File: config.mk
export PLATFORM = sky130hd
export DESIGN_NAME = ppo_power_ctrl
export DESIGN_NICKNAME = d
export VERILOG_FILES = /design/src/core/ppo_power_ctrl.v
export VERILOG_INCLUDE_DIRS = /design/src /design/src/core
export SDC_FILE = /design/constraint.sdc
export NUM_CORES = 1
export LEC_CHECK = 0
export ABC_AREA = 1
export BUFFER_PORTS_ARGS = -buffer_cell sky130_fd_sc_hd__buf_2
export CORE_UTILIZATION = 55
export CTS_BUF_LIST = sky130_fd_sc_hd__clkbuf_16
export CTS_CLUSTER_DIAMETER = 120
export CTS_CLUSTER_SIZE = 16
export DETAILED_ROUTE_END_ITERATION = 10
export MAX_ROUTING_LAYER = met4
export PLACE_DENSITY_LB_ADDON = 0.2
export SYNTH_ARGS = -nofsm -noshare
export SYNTH_HDL_FRONTEND = slang
export SYNTH_SLANG_ARGS = --single-unit
File: constraint.sdc
create_clock -name ref_clk -period 3.1 [get_ports ref_clk]
set_input_delay 0 -clock ref_clk [delete_from_list [all_inputs] [get_ports ref_clk]]
set_output_delay 0 -clock ref_clk [all_outputs]
set_load 0.03 [all_outputs]
File: src/core/ppo_defs.vh
`ifndef PPO_DEFS_VH
`define PPO_DEFS_VH

// ****************************************
// Timing
// ****************************************
`define PPO_CLK_PERIOD_NS 100
`define PPO_SW_PERIOD_NS 1000
`define PPO_SW_PERIOD_CYC (`PPO_SW_PERIOD_NS / `PPO_CLK_PERIOD_NS)
`define PPO_PRIMARY_MAX_CYC (`PPO_SW_PERIOD_CYC / 2)

// ****************************************
// Register indexes (byte address is index times four)
// ****************************************
`define PPO_IDX_STATUS 6'h00
`define PPO_IDX_MODE 6'h01
`define PPO_IDX_PROF 6'h07
`define PPO_IDX_PROF_CTL 6'h08
`define PPO_IDX_SET1 6'h09
`define PPO_IDX_CHG 6'h0A
`define PPO_IDX_FIX 6'h0B
`define PPO_IDX_CAPMAX 6'h0C
`define PPO_IDX_MARGIN 6'h0D

// ****************************************
// Field positions
// ****************************************
`define PPO_ST_READY 0
`define PPO_ST_STATE_LO 1
`define PPO_ST_STATE_HI 2
`define PPO_ST_ALARM 5
`define PPO_MODE_EOD 0
`define PPO_MODE_ECM 1
`define PPO_MODE_ACT 2
`define PPO_PROF_RST 3
`define PPO_CHG_HIZ 4
`define PPO_CAPMAX_BIT 4

// ****************************************
// Reset values and levels
// ****************************************
`define PPO_VSET_RST 4'h8
`define PPO_PROF_RST_VAL 6'h01
`define PPO_MARGIN_RST 2'h3
`define PPO_CHG_RST 8'h00
`define PPO_FIX_RST 4'h0
`define PPO_CAPMAX_RST 1'b0
`define PPO_LEVEL_HI 4'hF
`define PPO_LEVEL_LO 4'hB
`define PPO_LEVEL_MIN 4'h0
`define PPO_NUM_PROF 63

// ****************************************
// Operating states
// ****************************************
`define PPO_S_STANDBY 2'h0
`define PPO_S_CHARGE 2'h1
`define PPO_S_ACTIVE 2'h2

`endif

File: src/core/ppo_power_ctrl.v
// What this block does
// - Active undervoltage sets alarm status bit five.
// - Alarm set drives ready pin low.
// - Alarm and low ready held until Charge.
// - Converter switches at fixed 1 MHz, peak-current.
// - Charge below 1.6 V uses precharge switch.
// - Charge above 1.6 V runs boost converter.
// - Boost: cap side plus third, then second plus output.
// - Buck: high plus output, then high plus third.
// - Permanent output on battery, on output when Active.
// - Hi-Z bit resets zero; output follows battery.
// - Hi-Z bit set floats output outside Active.
// - Active regulates to four-bit voltage field.
// - Voltage field resets to the 3.0 V code.
// - Voltage rewrite in Active keeps Active.
// - Sixty-three learned levels, one location each.
// - Profile zero uses the fixed charge level.
// - Residual capacitor level steers next charge level.
// - Reset selects profile one, safest margin.
// - Two-bit margin picks one of four thresholds.
// - Ready output and bit low in Standby.
// - On-demand moves Charge to Active at end level.
// - Above margin after Active lowers level one step.
`timescale 1ns/100ps
`include "ppo_defs.vh"

module ppo_power_ctrl (
  // Clock and reset
  input wire ref_clk,
  input wire rst,
  // APB slave
  input wire psel,
  input wire penable,
  input wire pwrite,
  input wire [7:0] paddr,
  input wire [31:0] pwdata,
  output reg [31:0] prdata,
  output reg pready,
  output reg pslverr,
  // Analog comparator results, asynchronous
  input wire output_under_target,
  input wire cap_above_precharge,
  input wire cap_at_end_level,
  input wire cap_above_margin,
  input wire peak_current_trip,
  // Ready pin
  output reg ready_out,
  // Output path switches
  output reg permanent_to_battery,
  output reg permanent_to_output,
  output reg output_to_battery,
  output reg output_from_converter,
  // Converter switches
  output reg precharge_switch,
  output reg cap_side_switch,
  output reg buck_high_switch,
  output reg boost_second_switch,
  output reg boost_third_switch,
  output reg output_side_switch,
  // Analog settings
  output reg [3:0] vset_level,
  output reg [3:0] end_charge_level,
  output reg [1:0] margin_level,
  output reg [2:0] charge_current_setting
);

  // ****************************************
  // Comparator synchronisers
  // ****************************************
  reg [4:0] sync1_q;
  reg [4:0] sync2_q;
  wire under_s;
  wire precharge_done_s;
  wire at_end_s;
  wire above_margin_s;
  wire peak_s;

  // Comparator edges are free running; one flop alone could go metastable
  // Two stages; only the second stage is read by logic
  always @(posedge ref_clk) begin
    if (rst) begin
      sync1_q <= 5'h0_0;
      sync2_q <= 5'h0_0;
    end else begin
      sync1_q <= {peak_current_trip, cap_above_margin, cap_at_end_level, cap_above_precharge, output_under_target};
      sync2_q <= sync1_q;
    end
  end
  assign under_s = sync2_q[0];
  assign precharge_done_s = sync2_q[1];
  assign at_end_s = sync2_q[2];
  assign above_margin_s = sync2_q[3];
  assign peak_s = sync2_q[4];
  // A comparator edge shows at the switch outputs three clocks later; a peak trip takes four, through primary_q

  // ****************************************
  // Registers
  // ****************************************
  reg mode_eod_q;
  reg mode_ecm_q;
  reg mode_act_q;
  reg [5:0] prof_q;
  reg [3:0] vset_q;
  reg [7:0] chg_q;
  reg [3:0] fix_q;
  reg capmax_q;
  reg [1:0] margin_q;
  reg alarm_q;
  reg [1:0] state_q;
  reg [1:0] state_d;
  // One word per profile; profile zero is the fixed path and has no entry
  reg [3:0] level_mem [1:`PPO_NUM_PROF];
  integer i;

  wire [5:0] idx;
  wire setup_ph;
  wire wr_go;
  wire hiz;
  wire opt_on;
  wire [3:0] cap_max_level;
  wire [3:0] cur_level;
  reg mapped;
  reg [31:0] rd_mux;

  // Word index; the two low address bits are ignored
  assign idx = paddr[7:2];
  assign setup_ph = psel & ~penable;
  assign wr_go = psel & penable & pready & pwrite;
  assign hiz = chg_q[`PPO_CHG_HIZ];
  assign opt_on = (prof_q != 6'h0_0);
  assign cap_max_level = capmax_q ? `PPO_LEVEL_HI : `PPO_LEVEL_LO;
  assign cur_level = opt_on ? level_mem[prof_q] : fix_q;

  // Read decode; unmapped indexes give slave error
  // Status is read live, so a read never disturbs the alarm
  always @* begin
    mapped = 1'b1;
    rd_mux = 32'h0000_0000;
    case (idx)
      `PPO_IDX_STATUS: begin
        rd_mux[`PPO_ST_READY] = ready_out;
        rd_mux[`PPO_ST_STATE_HI:`PPO_ST_STATE_LO] = state_q;
        rd_mux[`PPO_ST_ALARM] = alarm_q;
      end
      `PPO_IDX_MODE: rd_mux[2:0] = {mode_act_q, mode_ecm_q, mode_eod_q};
      `PPO_IDX_PROF: rd_mux[5:0] = prof_q;
      `PPO_IDX_PROF_CTL: rd_mux[3:0] = cur_level;
      `PPO_IDX_SET1: rd_mux[3:0] = vset_q;
      `PPO_IDX_CHG: rd_mux[7:0] = chg_q;
      `PPO_IDX_FIX: rd_mux[3:0] = fix_q;
      `PPO_IDX_CAPMAX: rd_mux[`PPO_CAPMAX_BIT] = capmax_q;
      `PPO_IDX_MARGIN: rd_mux[1:0] = margin_q;
      default: mapped = 1'b0;
    endcase
  end

  // Zero-wait APB: answer raised in the setup cycle, seen in the access cycle
  // Writes land only on the access edge, so a slow master never writes twice
  always @(posedge ref_clk) begin
    if (rst) begin
      pready <= 1'b0;
      pslverr <= 1'b0;
      prdata <= 32'h0000_0000;
    end else begin
      pready <= setup_ph;
      pslverr <= setup_ph & ~mapped;
      if (setup_ph) begin
        prdata <= pwrite ? 32'h0000_0000 : rd_mux;
      end
    end
  end

  // Software-written configuration
  // Reserved bits are dropped on write and read back as zero
  always @(posedge ref_clk) begin
    if (rst) begin
      mode_eod_q <= 1'b0;
      mode_ecm_q <= 1'b0;
      mode_act_q <= 1'b0;
      prof_q <= `PPO_PROF_RST_VAL;
      vset_q <= `PPO_VSET_RST;
      chg_q <= `PPO_CHG_RST;
      fix_q <= `PPO_FIX_RST;
      capmax_q <= `PPO_CAPMAX_RST;
      margin_q <= `PPO_MARGIN_RST;
    end else if (wr_go) begin
      case (idx)
        `PPO_IDX_MODE: begin
          mode_eod_q <= pwdata[`PPO_MODE_EOD];
          mode_ecm_q <= pwdata[`PPO_MODE_ECM];
          mode_act_q <= pwdata[`PPO_MODE_ACT];
        end
        `PPO_IDX_PROF: prof_q <= pwdata[5:0];
        `PPO_IDX_SET1: vset_q <= pwdata[3:0];
        `PPO_IDX_CHG: chg_q <= pwdata[7:0];
        `PPO_IDX_FIX: fix_q <= pwdata[3:0];
        `PPO_IDX_CAPMAX: capmax_q <= pwdata[`PPO_CAPMAX_BIT];
        `PPO_IDX_MARGIN: margin_q <= pwdata[1:0];
        default: ;
      endcase
    end
  end

  // ****************************************
  // Operating state machine
  // ****************************************
  // Mode bits steer the state; the comparator only ends an on-demand charge
  always @* begin
    state_d = state_q;
    case (state_q)
      `PPO_S_STANDBY: begin
        if (mode_eod_q | mode_ecm_q) begin
          state_d = `PPO_S_CHARGE;
        end
      end
      `PPO_S_CHARGE: begin
        if (~mode_eod_q & ~mode_ecm_q) begin
          state_d = `PPO_S_STANDBY;
        end else if (mode_act_q) begin
          state_d = `PPO_S_ACTIVE;
        end else if (mode_eod_q & ~mode_ecm_q & at_end_s) begin
          state_d = `PPO_S_ACTIVE;
        end
      end
      `PPO_S_ACTIVE: begin
        // Voltage writes never leave Active; only mode bits do
        if (mode_ecm_q) begin
          if (~mode_act_q) begin
            state_d = `PPO_S_CHARGE;
          end
        end else if (~mode_eod_q) begin
          state_d = `PPO_S_STANDBY;
        end
      end
      default: state_d = `PPO_S_STANDBY;
    endcase
  end

  // State register; reset always lands in Standby
  always @(posedge ref_clk) begin
    if (rst) begin
      state_q <= `PPO_S_STANDBY;
    end else begin
      state_q <= state_d;
    end
  end

  // ****************************************
  // Learned charge levels
  // ****************************************
  // Stepping happens once per Active cycle, on its exit edge
  // Reset fills every profile with the top level, so the first charge is the safe one
  // A profile reset request beats the stepping of the same cycle
  // Level zero and the ceiling stop the step, so the count never wraps
  wire active_exit;
  assign active_exit = (state_q == `PPO_S_ACTIVE) & (state_d != `PPO_S_ACTIVE);

  always @(posedge ref_clk) begin
    if (rst) begin
      for (i = 1; i <= `PPO_NUM_PROF; i = i + 1) begin
        level_mem[i] <= `PPO_LEVEL_HI;
      end
    end else if (wr_go & (idx == `PPO_IDX_PROF_CTL) & pwdata[`PPO_PROF_RST] & opt_on) begin
      level_mem[prof_q] <= cap_max_level;
    end else if (active_exit & opt_on) begin
      if (above_margin_s) begin
        if (level_mem[prof_q] != `PPO_LEVEL_MIN) begin
          level_mem[prof_q] <= level_mem[prof_q] - 4'h1;
        end
      end else if (level_mem[prof_q] < cap_max_level) begin
        level_mem[prof_q] <= level_mem[prof_q] + 4'h1;
      end
    end
  end

  // ****************************************
  // Output alarm
  // ****************************************
  // Set wins over clear: a sag seen on the edge that leaves Active for Charge
  // keeps the flag, so a late undervoltage is never lost
  always @(posedge ref_clk) begin
    if (rst) begin
      alarm_q <= 1'b0;
    end else if ((state_q == `PPO_S_ACTIVE) & under_s) begin
      alarm_q <= 1'b1;
    end else if ((state_q != `PPO_S_CHARGE) & (state_d == `PPO_S_CHARGE)) begin
      alarm_q <= 1'b0;
    end
  end

  // ****************************************
  // Switching cadence
  // ****************************************
  reg [3:0] cyc_q;
  reg primary_q;
  // Period end and primary limit cut to the counter width on purpose
  localparam [31:0] sw_last_w = `PPO_SW_PERIOD_CYC - 1;
  localparam [31:0] pri_last_w = `PPO_PRIMARY_MAX_CYC - 1;
  localparam [3:0] sw_last = sw_last_w[3:0];
  localparam [3:0] pri_last = pri_last_w[3:0];

  // Peak trip may end the primary early; each period start restarts it
  // Primary phase opens each period, ends on peak current or half period
  always @(posedge ref_clk) begin
    if (rst) begin
      cyc_q <= 4'h0;
      primary_q <= 1'b0;
    end else if (cyc_q == sw_last) begin
      cyc_q <= 4'h0;
      primary_q <= 1'b1;
    end else begin
      cyc_q <= cyc_q + 4'h1;
      if (peak_s | (cyc_q >= pri_last)) begin
        primary_q <= 1'b0;
      end
    end
  end

  // ****************************************
  // Switch decode and output registers
  // ****************************************
  wire in_act;
  wire in_chg;
  wire boost_on;
  wire buck_on;
  assign in_act = (state_q == `PPO_S_ACTIVE);
  assign in_chg = (state_q == `PPO_S_CHARGE);
  assign boost_on = in_chg & precharge_done_s & ~at_end_s;
  assign buck_on = in_act;

  // Boost and buck never share a state, so the switch pairs cannot fight
  // Decoded from state, hi-Z bit, comparators and switching phase, then registered to keep outputs glitch free
  always @(posedge ref_clk) begin
    if (rst) begin
      permanent_to_battery <= 1'b1;
      permanent_to_output <= 1'b0;
      output_to_battery <= 1'b1;
      output_from_converter <= 1'b0;
      precharge_switch <= 1'b0;
      cap_side_switch <= 1'b0;
      buck_high_switch <= 1'b0;
      boost_second_switch <= 1'b0;
      boost_third_switch <= 1'b0;
      output_side_switch <= 1'b0;
      ready_out <= 1'b0;
      vset_level <= `PPO_VSET_RST;
      end_charge_level <= `PPO_LEVEL_HI;
      margin_level <= `PPO_MARGIN_RST;
      charge_current_setting <= 3'h0;
    end else begin
      permanent_to_battery <= ~in_act;
      permanent_to_output <= in_act;
      output_to_battery <= ~in_act & ~hiz;
      output_from_converter <= in_act;
      precharge_switch <= in_chg & ~precharge_done_s;
      cap_side_switch <= boost_on & primary_q;
      boost_third_switch <= (boost_on & primary_q) | (buck_on & ~primary_q);
      boost_second_switch <= boost_on & ~primary_q;
      output_side_switch <= (boost_on & ~primary_q) | (buck_on & primary_q);
      buck_high_switch <= buck_on;
      ready_out <= ~alarm_q & (state_q != `PPO_S_STANDBY);
      vset_level <= vset_q;
      // Fixed level never exceeds the capacitor ceiling
      end_charge_level <= (cur_level > cap_max_level) ? cap_max_level : cur_level;
      margin_level <= margin_q;
      charge_current_setting <= chg_q[7:5];
    end
  end

endmodule // ppo_power_ctrl

Word level (Yosys, flattened, before mapping)
Memory sizes are Yosys's and may differ from the RTL's. A register that Yosys moved wholly into a read port is not among the register bits.
Cells that the tools add are included.
{ "op_classes": {"n_addsub": 3, "magnitude_cmp": 3, "eq_ne": 14, "muxes": 47, "bitwise": 40, "reduce_logical": 17} }
{ "op_table": {"columns": ["operator", "count"], "rows": [
  ["== test 6 x 4 -> 1 bit, second input constant", 6],
  ["AND 1 bit", 24],
  ["2-to-1 mux 1 bit", 23],
  ["2-to-1 mux 4 bit", 5],
  ["2-to-1 mux 6 bit", 3],
  ["2-to-1 mux 2 bit", 8],
  ["case mux 2 bit (8 select lines)", 1],
  ["AND reduction 2 bit", 7],
  ["NOT 1 bit", 10],
  ["OR reduction 9 bit", 1],
  ["adder 4 x 1 -> 4 bit, second input constant", 2],
  ["2-to-1 mux 8 bit", 1],
  ["case mux 1 bit (7 select lines)", 1],
  ["== test 6 x 1 -> 1 bit, second input constant", 1],
  ["== test 6 x 3 -> 1 bit, second input constant", 1],
  ["zero test 6 bit", 1],
  ["bitwise OR 1 bit", 6],
  ["case mux 1 bit (3 select lines)", 2],
  ["case mux 2 bit (3 select lines)", 1],
  ["nonzero test 2 bit", 3],
  ["nonzero test 6 bit", 1],
  ["case mux 1 bit (5 select lines)", 1],
  ["== test 2 x 1 -> 1 bit, second input constant", 2],
  ["== test 4 bit, second input constant", 1],
  ["other kinds (12)", 12]
]} }
{ "word_totals": {"register_bits": 102, "ram_bits": 252, "inputBits": 50, "elab_cells": 156, "memories": 1} }
{ "mem_list": {"columns": ["memory", "words", "width", "rd", "rd_ports_with_merged_regs", "write_ports", "line_no", "text"], "rows": [
  ["level_mem", 63, 4, 1, 1, 63, "ppo_power_ctrl.v:112", "reg [3:0] level_mem [1:`PPO_NUM_PROF];"]
]} }

Depth between registers and ports, before layout
Gate-level depths: netlist (run 1).
{ "logic_depth": {"word_depth": 18, "depth_mapped": 22, "depth_no_buf": 18} }

Worst setup path before layout (run 1)
No wires, ideal clock.
{ "synth_timing": {"path_type": "flip-flop to flip-flop", "from": "reg with a tool-made name", "to": "mem level_mem[11][0] (enable)", "t_arrival_ns": 2.545, "slack_ns": 0.193, "path_stages_with_launch": 20, "n_path_buf": 4, "synth_period_minus_slack_ns": 2.907, "cell_sequence": "dfxtp_1 > buf_4 > buf_4 > buf_4 > nand2_1 > nand3_1 > nand3_1 > nand2_1 > nand2_1 > nand3_1 > nand3_1 > nand2_2 > ha_1 > a21o_1 > nand2_1 > nand2_2 > nand4_2 > inv_2 > clkbuf_1 > o21ai_0"} }
{ "synth_rtl": {"columns": ["item", "line_no"], "rows": [
  ["to (decl)", "ppo_power_ctrl.v:112"]
]} }

==> results.json, run 1 <==
{
  "status": "finished, violations left",
  "failed_checks": "setup timing",
  "reg2reg_depth": 21,
  "synthCells": 1844,
  "synth_area_leader_cell": "edfxtp_1",
  "areaGrowthSynthToFinish_pct": 23.3,
  "grt_pass1_wl_um": 67700,
  "critPathCaptureType": "flop",
  "antenna_cells": 0,
  "p_sw_share_pct": 21.4,
  "syn_avg_cell_area_sq_um": 8.73,
  "yosys_warnings": 0,
  "hp-class": "input pin to flop",
  "fin_skew_ns": 0.0162,
  "power.density_mw_per_mm2": 411,
  "clk_pin_slew_worst_paths_ns": 0.08,
  "gr-total-overflow": 0,
  "p_int_mw": 6.41,
  "cts-root-buf": "clkbuf_16",
  "viasPerCell": 5.77,
  "die_area_sq_mm": 0.0300,
  "p_switching_mw": 1.74,
  "grt_pass1_vias": 12600,
  "ys_ff_latch": 340,
  "num_rows": 62,
  "grt_antenna_before_repair": 0,
  "setup_tns_ns": -9.53,
  "setup.worst_path.start_class": "flop",
  "die_x_um": 173,
  "finalWirelength_um": 48900,
  "route.vias.total": 13900,
  "final_util_pct": 69.0,
  "cts.htree.levels": 1,
  "grt_util_met1_pct": 37.7,
  "grt_max_degree": 102,
  "clk_latency_ns": 0.55,
  "maxCapViolations": 0,
  "hold_depth": 6,
  "maxSlewViolCount": 0,
  "total_power_mw": 8.15,
  "synth_edf_count": 256,
  "worstPathMaxFanout": 20,
  "dp_hpwl_um": 29000,
  "grt_usage_pct": 30.2,
  "fmax_mhz": 310,
  "ys_top_cells_by_count": "nand2_1, nand3_1, edfxtp_1",
  "p_comb_share_pct": 3.0,
  "path_class": "flop to flop",
  "drcViolationCount": 0,
  "rsz0062_at_grt": "yes",
  "grtUsageMet3_pct": 5.04,
  "synth-seq-area-share_pct": 58.2,
  "fin_crit_ns": 3.22,
  "start_util_pct": 55.9,
  "hold_viol_final": 0,
  "required_ns": 3.41,
  "ys.flop_type": "edfxtp_1",
  "portBuffers": 57,
  "final_nets": 2062,
  "period_share_pct": 104,
  "grt-busiest-layer": "met2",
  "synth_top_area_share_pct": 47.7,
  "place.gp.congestion": 0.927,
  "arrival_ns": 3.54,
  "worst_slack_ns": -0.123,
  "die_h_um": 173,
  "drtPass1Iterations": 8,
  "synth_area_sq_mm": 0.0161,
  "ant_nets": 0,
  "async_reset_ff_share_pct": 0,
  "cts_sinks": 340,
  "setup_viol": 272,
  "p_leak_nw": 7.13,
  "tightestPinTransition_ns": 0.723,
  "cts-buffers-inserted": 25,
  "yosysUniqueCellTypes": 37,
  "drive_gt1_share_pct": 18.5,
  "drt_iter0_drc": 1769,
  "cts_max_path_buffers": 3,
  "wl_per_cell_um": 20.3,
  "yosysMostFrequentCell": "nand2_1",
  "grt_use_met2_pct": 48.2,
  "io-pin-count": 108,
  "vdd_drop_max_mv": 0.440,
  "power_frac_clock_pct": 37.0,
  "core-area_sq_mm": 0.0288,
  "yosys-top-cells-area": "edfxtp_1, nand2_1, dfxtp_1",
  "p_seq_share_pct": 59.9,
  "max-slew-margin-rel_pct": 51.7,
  "cts_tree": "done"
}
## metrics by stage
step,worst slack [ns],hold WS [ns],instances,area (sq um)
floorplan,0.193,0.107,1871,16200
global placement,-0.0687,0.198,2279,17300
detailed placement,-0.112,0.207,2279,17300
CTS,-0.0292,0.00393,2355,18400
global route,-0.200,0.0547,2408,19900
finish,-0.123,0.0274,2408,19900
## power groups by stage
stage	Clock, mW	Sequential (mW)	Combinational [mW]
after detailed placement	0	4.99	0.215
after global placement	0	4.99	0.210
final	3.02	4.88	0.248
after CTS	3.03	4.88	0.242
after floorplan	0	4.99	0.171
after global routing	3.19	4.88	0.270
## worst max-delay path, cell delays in order, from the launching register on
cell	delay, ns
dfxtp_4	0.49
buf_12	0.15
inv_8	0.05
clkbuf_16	0.16
nand2_1	0.05
nand3_1	0.09
nand3_1	0.08
nand2_1	0.10
nand2_2	0.11
nand3_4	0.10
nand3_2	0.12
nand2_4	0.08
inv_1	0.07
ha_2	0.19
nand3_2	0.09
nand2_2	0.12
nand4_4	0.18
inv_2	0.13
buf_12	0.19
buf_12	0.15
o21ai_1	0.06
buf_4	0.18
## cell families (layout without fill, tap and decap cells)
group                      after synthesis  after routing  synth area share [%]
and+or+nand+nor                       1170           1170                  30.8
DFF                                    340            340                  58.2
buffers and inverters                  222            375                  6.87
AOI/OAI and AO/OA                      103            103                  3.59
adders and majority gates                6              6                 0.466
xor gates and xnor gates                 2              2                 0.109
other                                    1             28                0.0233
## cells in the final DEF, fill, tap and decap left out, types with 4 or more instances in the layout
cell type,n
inv_1,96
conb_1,28
nand2_1,677
nand3_2,28
nor2_2,31
nand3b_1,4
nor3_1,20
inv_2,11
nor2_1,81
nor2_4,19
clkbuf_16,50
clkinv_1,4
buf_4,70
dlygate4sd3_1,30
dfxtp_1,82
o21ai_1,15
o22ai_1,5
o21ai_0,34
o211ai_1,5
a21oi_1,30
edfxtp_1,256
nand4_1,4
nand3_1,257
buf_12,36
nand2_2,29
buf_2,57
buf_6,9
nand2_4,14
## cell type report
| cell class | instances | area (sq um) |
|---|---|---|
| flip-flops and latches | 340 | 9370 |
| clock buffers | 25 | 626 |
| inverters | 95 | 377 |
| fillers | 2148 | 8930 |
| well taps | 384 | 480 |
| multi-input cells | 1309 | 6200 |
| repair buffers | 233 | 2690 |
| repair inverters | 2 | 20.0 |
| clock inverters | 20 | 87.6 |
## repair_timing
action / 4_1_cts / 5_1_grt
endpoints found under the setup margin: 389 / 506
endpoints found under the hold margin: 68 / 0
resized for setup: 47 / 125
gates cloned: 1 / 30
pin swaps: 1 / 6
hold buffers: 30 / 0
setup buffers: 0 / 23
## per-layer routing
metal	wire length [um]	vias up	part of all wire [%]
li1	-	6398	-
met4	2460	0	5.0
met1	18300	6430	37
met3	5610	174	11
met2	22500	893	46
met5	0	-	0
## path summary, 6_finish.rpt
kind,startpoint,endpoint,slack (ns)
worst max-delay path,flop,level_mem[50][3],-0.12
worst min-delay path,paddr[5],prdata[3],0.03
worst max register to register,flop,level_mem[50][3],-0.12
worst min register to register,sync1_q[2],sync2_q[2],0.40
## sequential cells by signal (all words and copies together) (netlist names), 5 cells and up, named ones only
register / cells
prdata: 8
sync2_q: 5
chg_q: 8
level_mem: 256
prof_q: 6
sync1_q: 5
Power figures use the tool's default switching activity.
==> run 2, diff against run 1 <==
- CORE_UTILIZATION: 55 -> 60
- clock period: 3.1 -> 4.1 ns (I/O delays scaled with it)
==> results.json, run 2 (same netlist as run 1, synthesis figures left out) <==
{
  "status": "finished, violations left",
  "failed_checks": "DRC",
  "dp_hpwl_um": 25900,
  "reg2reg_slack_ns": 0.31,
  "max-slew-margin-rel_pct": 9.66,
  "grt_pass1_vias": 12500,
  "grt_usage_pct": 30.9,
  "hp-class": "input pin to flop",
  "clk_pin_slew_worst_paths_ns": 0.08,
  "mostFrequentLayoutCell": "nand2_1",
  "wl_per_cell_um": 18.2,
  "die_area_sq_mm": 0.0275,
  "io-pin-count": 108,
  "clk_latency_ns": 0.55,
  "antenna_cells": 0,
  "tightestPinTransition_ns": 1.34,
  "crit_chain": "clkinv_2 -> buf_12 -> nand2_1 -> nand3_1 -> nand3_1 -> nand2_1 -> nand2_1 -> nand3_1 -> nand3_1 -> nand2_1 -> ha_1 -> a21o_1 -> nand2_1 -> nand2_2 -> nand4_2 -> buf_12 -> nand2_2 -> nor2_1 -> nand2_1",
  "arrival_ns": 4.06,
  "period_share_pct": 92.4,
  "regMostFlops": "level_mem",
  "cts_max_path_buffers": 3,
  "slowest_delay_ns": 0.37,
  "hold_ws_ns": 0.0712,
  "setup.worst_path.start_class": "flop",
  "ant_nets": 0,
  "final_nets": 1952,
  "required_ns": 4.38,
  "slowest_stage": "dfxtp_4",
  "start_util_pct": 61.4,
  "post-place-cells": 2174,
  "place.gp.congestion": 0.947,
  "maxCapViolations": 0,
  "top_regs": "level_mem (256), chg_q (8), prdata (8)",
  "cts_tree": "done",
  "stdcell_count": 2249,
  "worstReg2RegEnd": "level_mem[2][3]",
  "cts.htree.levels": 1,
  "ctsResizeCount": 0,
  "vdd_drop_max_mv": 0.415,
  "cp_common_cell": "nand2_1",
  "final_cell_mix": "nand2_1, nand3_1, edfxtp_1",
  "crit_cells": 19,
  "power.density_mw_per_mm2": 349,
  "crit_path_end": "level_mem[2][3]",
  "maxSlewViolCount": 0,
  "rsz0062_at_grt": "no",
  "drtPass1Iterations": 11,
  "worstPathMaxFanout": 64,
  "reg2reg_depth": 19,
  "drt_iter0_drc": 1273,
  "setup_viol": 0,
  "drcViolationCount": 7,
  "drive_gt1_share_pct": 9.51,
  "setup_tns_ns": 0,
  "finalWirelength_um": 41000,
  "portBuffers": 57,
  "dpl_cell_area_sq_mm": 0.0166,
  "cts-root-buf": "clkbuf_16",
  "areaGrowthSynthToFinish_pct": 9.23,
  "largest_reg_flops": 256,
  "viasPerCell": 5.78,
  "cts_sinks": 340,
  "critPathCaptureType": "flop",
  "p_leak_nw": 6.11,
  "grt_pass1_wl_um": 64100,
  "fin_area_sq_mm": 0.0176,
  "core-area_sq_mm": 0.0262,
  "num_rows": 59,
  "die_x_um": 166,
  "gr-total-overflow": 0,
  "die_h_um": 166,
  "path_delay_family": "simple AND/OR/NAND/NOR gates",
  "hold_viol_final": 0,
  "route.vias.total": 13000,
  "cp_num_buf_inv": 3,
  "path_class": "flop to flop",
  "fin_crit_ns": 3.79,
  "grt_max_degree": 65,
  "cts-buffers-inserted": 25,
  "cts_setup_buffers": 0,
  "fmax_mhz": 264,
  "hold_start": "psel",
  "grt_antenna_before_repair": 0,
  "fin_skew_ns": 0.0220
}
[run 2: cell types whose count changed in the layout (fill, tap and decap cells not counted), sizes merged]
cell	previous run	this run
inv	110	109
clkinv	7	6
buf	178	95
clkbuf	50	25
[run 2: worst min path at each step]
stage	end	slack (ns)	cells past startpoint
floorplan	sync1_q[0]	0.11	2
global placement	sync1_q[1]	0.20	3
detailed placement	sync1_q[4]	0.21	3
CTS	fix_q[1]	0.03	5
global route	fix_q[1]	0.08	5
finish	capmax_q	0.07	5
[run 2: worst reg2reg max path: cells and delay by family, from the launching register on]
family,cells,cell delay (ns)
and+or+nand+nor,14,2.09
buffers and inverters,3,0.64
DFF,1,0.37
adders and majority gates,1,0.27
AOI/OAI and AO/OA,1,0.15
[run 2: metrics by stage]
stage	worst slack (ns)	utilization [%]	total power [mW]
2_1_floorplan	1.19	-	3.90
3_3_place_gp	0.472	63.2	3.92
3_5_place_dp	0.376	63.2	3.93
4_1_cts	0.362	67.1	6.15
5_1_grt	0.0671	67.1	6.30
6_report	0.313	67.1	6.13
[run 2: final cells by class]
class	instances	area [sq um]
Clock buffer	25	626
Clock inverter	20	92.6
Fill cell	2071	8620
Inverter	95	358
Multi-Input combinational cell	1309	5740
Sequential cell	340	9370
Tap cell	335	419
Timing Repair Buffer	125	983
[run 2: metal layers]
layer  wire length (um)  vias up  GRT usage (%)
li1                   -     6165              -
met1              15300     5977           36.3
met2              19900      690           52.2
met3               3410      169           3.57
met4               2320        0           16.7
met5                  0        -              -
[run 2: report_power, final]
| group | total (mW) | switching [mW] | leakage (nW) | internal (mW) |
|---|---|---|---|---|
| Combinational | 0.180 | 0.135 | 3.27 | 0.0450 |
| Sequential | 3.69 | 0.00475 | 2.42 | 3.69 |
| Clock | 2.26 | 1.15 | 0.415 | 1.11 |
[run 2: repair_timing]
item                                    CTS  global route
hold buffers                             30             0
endpoints found under the setup margin    0             0
endpoints found under the hold margin    61             0
==> run 3, diff against run 2 <==
--- a/config.mk
+++ b/config.mk
@@ -9,4 +9,4 @@
 export ABC_AREA = 1
-export BUFFER_PORTS_ARGS = -buffer_cell sky130_fd_sc_hd__buf_2
-export CORE_UTILIZATION = 60
+export BUFFER_PORTS_ARGS = -buffer_cell sky130_fd_sc_hd__clkbuf_2
+export CORE_UTILIZATION = 55
 export CTS_BUF_LIST = sky130_fd_sc_hd__clkbuf_16
--- a/constraint.sdc
+++ b/constraint.sdc
@@ -3,2 +3,2 @@
 set_output_delay 0 -clock ref_clk [all_outputs]
-set_load 0.03 [all_outputs]
+set_load 0.02 [all_outputs]
==> results.json, run 3 (same netlist as run 1, synthesis figures left out) <==
{
  "regMostFlops": "level_mem",
  "stdcell_count": 2304,
  "grt_antenna_before_repair": 0,
  "setup_viol": 0,
  "post-place-ws_ns": 0.223,
  "max-slew-margin-rel_pct": 43.9,
  "required_ns": 4.40,
  "slowest_stage": "dfxtp_4",
  "cts_tree": "done",
  "cts_max_path_buffers": 3,
  "status": "completed",
  "grt_pass1_wl_um": 66700,
  "cp_common_cell": "nand2_1",
  "dp_hpwl_um": 26700,
  "hp-class": "input pin to flop",
  "total_power_mw": 6.16,
  "crit_chain": "clkinv_2 -> buf_12 -> nand2_1 -> nand3_1 -> nand3_1 -> nand2_1 -> nand2_1 -> nand3_1 -> nand3_1 -> nand2_1 -> ha_1 -> a21o_1 -> nand2_1 -> nand2_2 -> nand4_2 -> buf_4 -> nand2_2 -> nor2_1 -> nand2_1",
  "wl_per_cell_um": 18.4,
  "multiInputGateArea_sq_mm": 0.00574,
  "tightestPinTransition_ns": 0.835,
  "drt_iter0_drc": 1483,
  "post-place-cells": 2225,
  "cts_sinks": 340,
  "antenna_cells": 0,
  "cts-root-buf": "clkbuf_16",
  "start_util_pct": 55.9,
  "power.density_mw_per_mm2": 347,
  "vdd_drop_max_mv": 0.300,
  "worstPathMaxFanout": 54,
  "areaGrowthSynthToFinish_pct": 10.3,
  "gr-total-overflow": 0,
  "viasPerCell": 5.66,
  "mostFrequentLayoutCell": "nand2_1",
  "clk_latency_ns": 0.55,
  "period_share_pct": 92.2,
  "fin_skew_ns": 0.0174,
  "setup.worst_path.start_class": "flop",
  "final_cell_mix": "nand2_1, nand3_1, edfxtp_1",
  "die_h_um": 173,
  "drcViolationCount": 0,
  "grt_usage_pct": 29.5,
  "clk_pin_slew_worst_paths_ns": 0.07,
  "drive_gt1_share_pct": 9.69,
  "portBuffers": 57,
  "finalWirelength_um": 42400,
  "fin_crit_ns": 3.78,
  "final_nets": 1957,
  "grt_pass1_vias": 12500,
  "regArea_sq_mm": 0.00937,
  "p_leak_nw": 6.15,
  "io-pin-count": 108,
  "slowest_delay_ns": 0.38,
  "die_x_um": 173,
  "cts.htree.levels": 1,
  "hold_viol_final": 0,
  "top_regs": "level_mem (256), chg_q (8), prdata (8)",
  "largest_reg_flops": 256,
  "core-area_sq_mm": 0.0288,
  "hold_ws_ns": 0.0633,
  "drtPass1Iterations": 6,
  "worst_slack_ns": 0.320,
  "setup_tns_ns": 0,
  "nFillCells": 2431,
  "maxSlewViolCount": 0,
  "rsz0062_at_grt": "no",
  "route.vias.total": 13000,
  "fmax_mhz": 265,
  "arrival_ns": 4.08,
  "critPathCaptureType": "flop",
  "die_area_sq_mm": 0.0300,
  "ant_nets": 0,
  "place.gp.congestion": 0.931,
  "cts-buffers-inserted": 25,
  "num_rows": 62,
  "maxCapViolations": 0,
  "path_class": "flop to flop",
  "grt_max_degree": 105
}
==> run 3: cell count changes in the layout (fill, tap and decap cells not counted), sizes merged <==
cell and change:
clkbuf +57, dlygate4sd3 +3, inv +1, buf -55
==> run 3: repair_timing <==
action / CTS / global route
endpoints found under the hold margin: 70 / 0
buffers inserted: 0 / 0
hold buffers: 33 / 0
gates resized for setup: 0 / 20
setup endpoints to repair: 0 / 64
==> run 3: routing by layer <==
layer | wire [um] | track usage [%]
met4 | 1530 | 10.4
met5 | 0 | -
met2 | 20400 | 48.8
met3 | 4130 | 3.56
met1 | 16400 | 37.6
==> run 3: report_power, final <==
part           leakage, nW  internal, mW  total, mW  switching (mW)
sequential            2.42          3.69       3.69         0.00497
clock                0.421          1.11       2.29            1.18
combinational         3.31        0.0475      0.174           0.126
total                 6.15          4.85       6.16            1.31
==> run 3: worst max-delay path: cells and delay by family, from the launching register on <==
kind / cells / cell delay [ns]
adder cells (fa/ha/maj): 1 / 0.31
AO/OA/AOI/OAI: 1 / 0.16
AND/OR/NAND/NOR: 14 / 1.86
buffers and inverters: 3 / 0.77
flip-flops: 1 / 0.38
==> run 3: cell type report <==
cell class	instances	area share, %
flip-flops and latches	340	52.8
multi-input cells	1309	32.3
well taps	384	2.71
inverters	95	2.03
repair buffers	130	6.07
clock buffers	25	3.52
clock inverters	21	0.543
==> run 3: stage by stage <==
| step | area, sq um | utilization, % |
|---|---|---|
| final | 17800 | 61.7 |
| after floorplan | 16200 | - |
| after global routing | 17800 | 61.7 |
| after detailed placement | 16700 | 58.0 |
| after CTS | 17700 | 61.7 |
| after global placement | 16700 | 58.0 |
==> run 3: path summary, 6_finish.rpt <==
check / from / to / slack [ns] / cells after the start
min reg2reg: sync1_q[2] / sync2_q[2] / 0.39 / 2
min: psel / mode_ecm_q / 0.06 / 6
max reg2reg: flop / level_mem[2][2] / 0.32 / 19
max: flop / level_mem[2][2] / 0.32 / 19
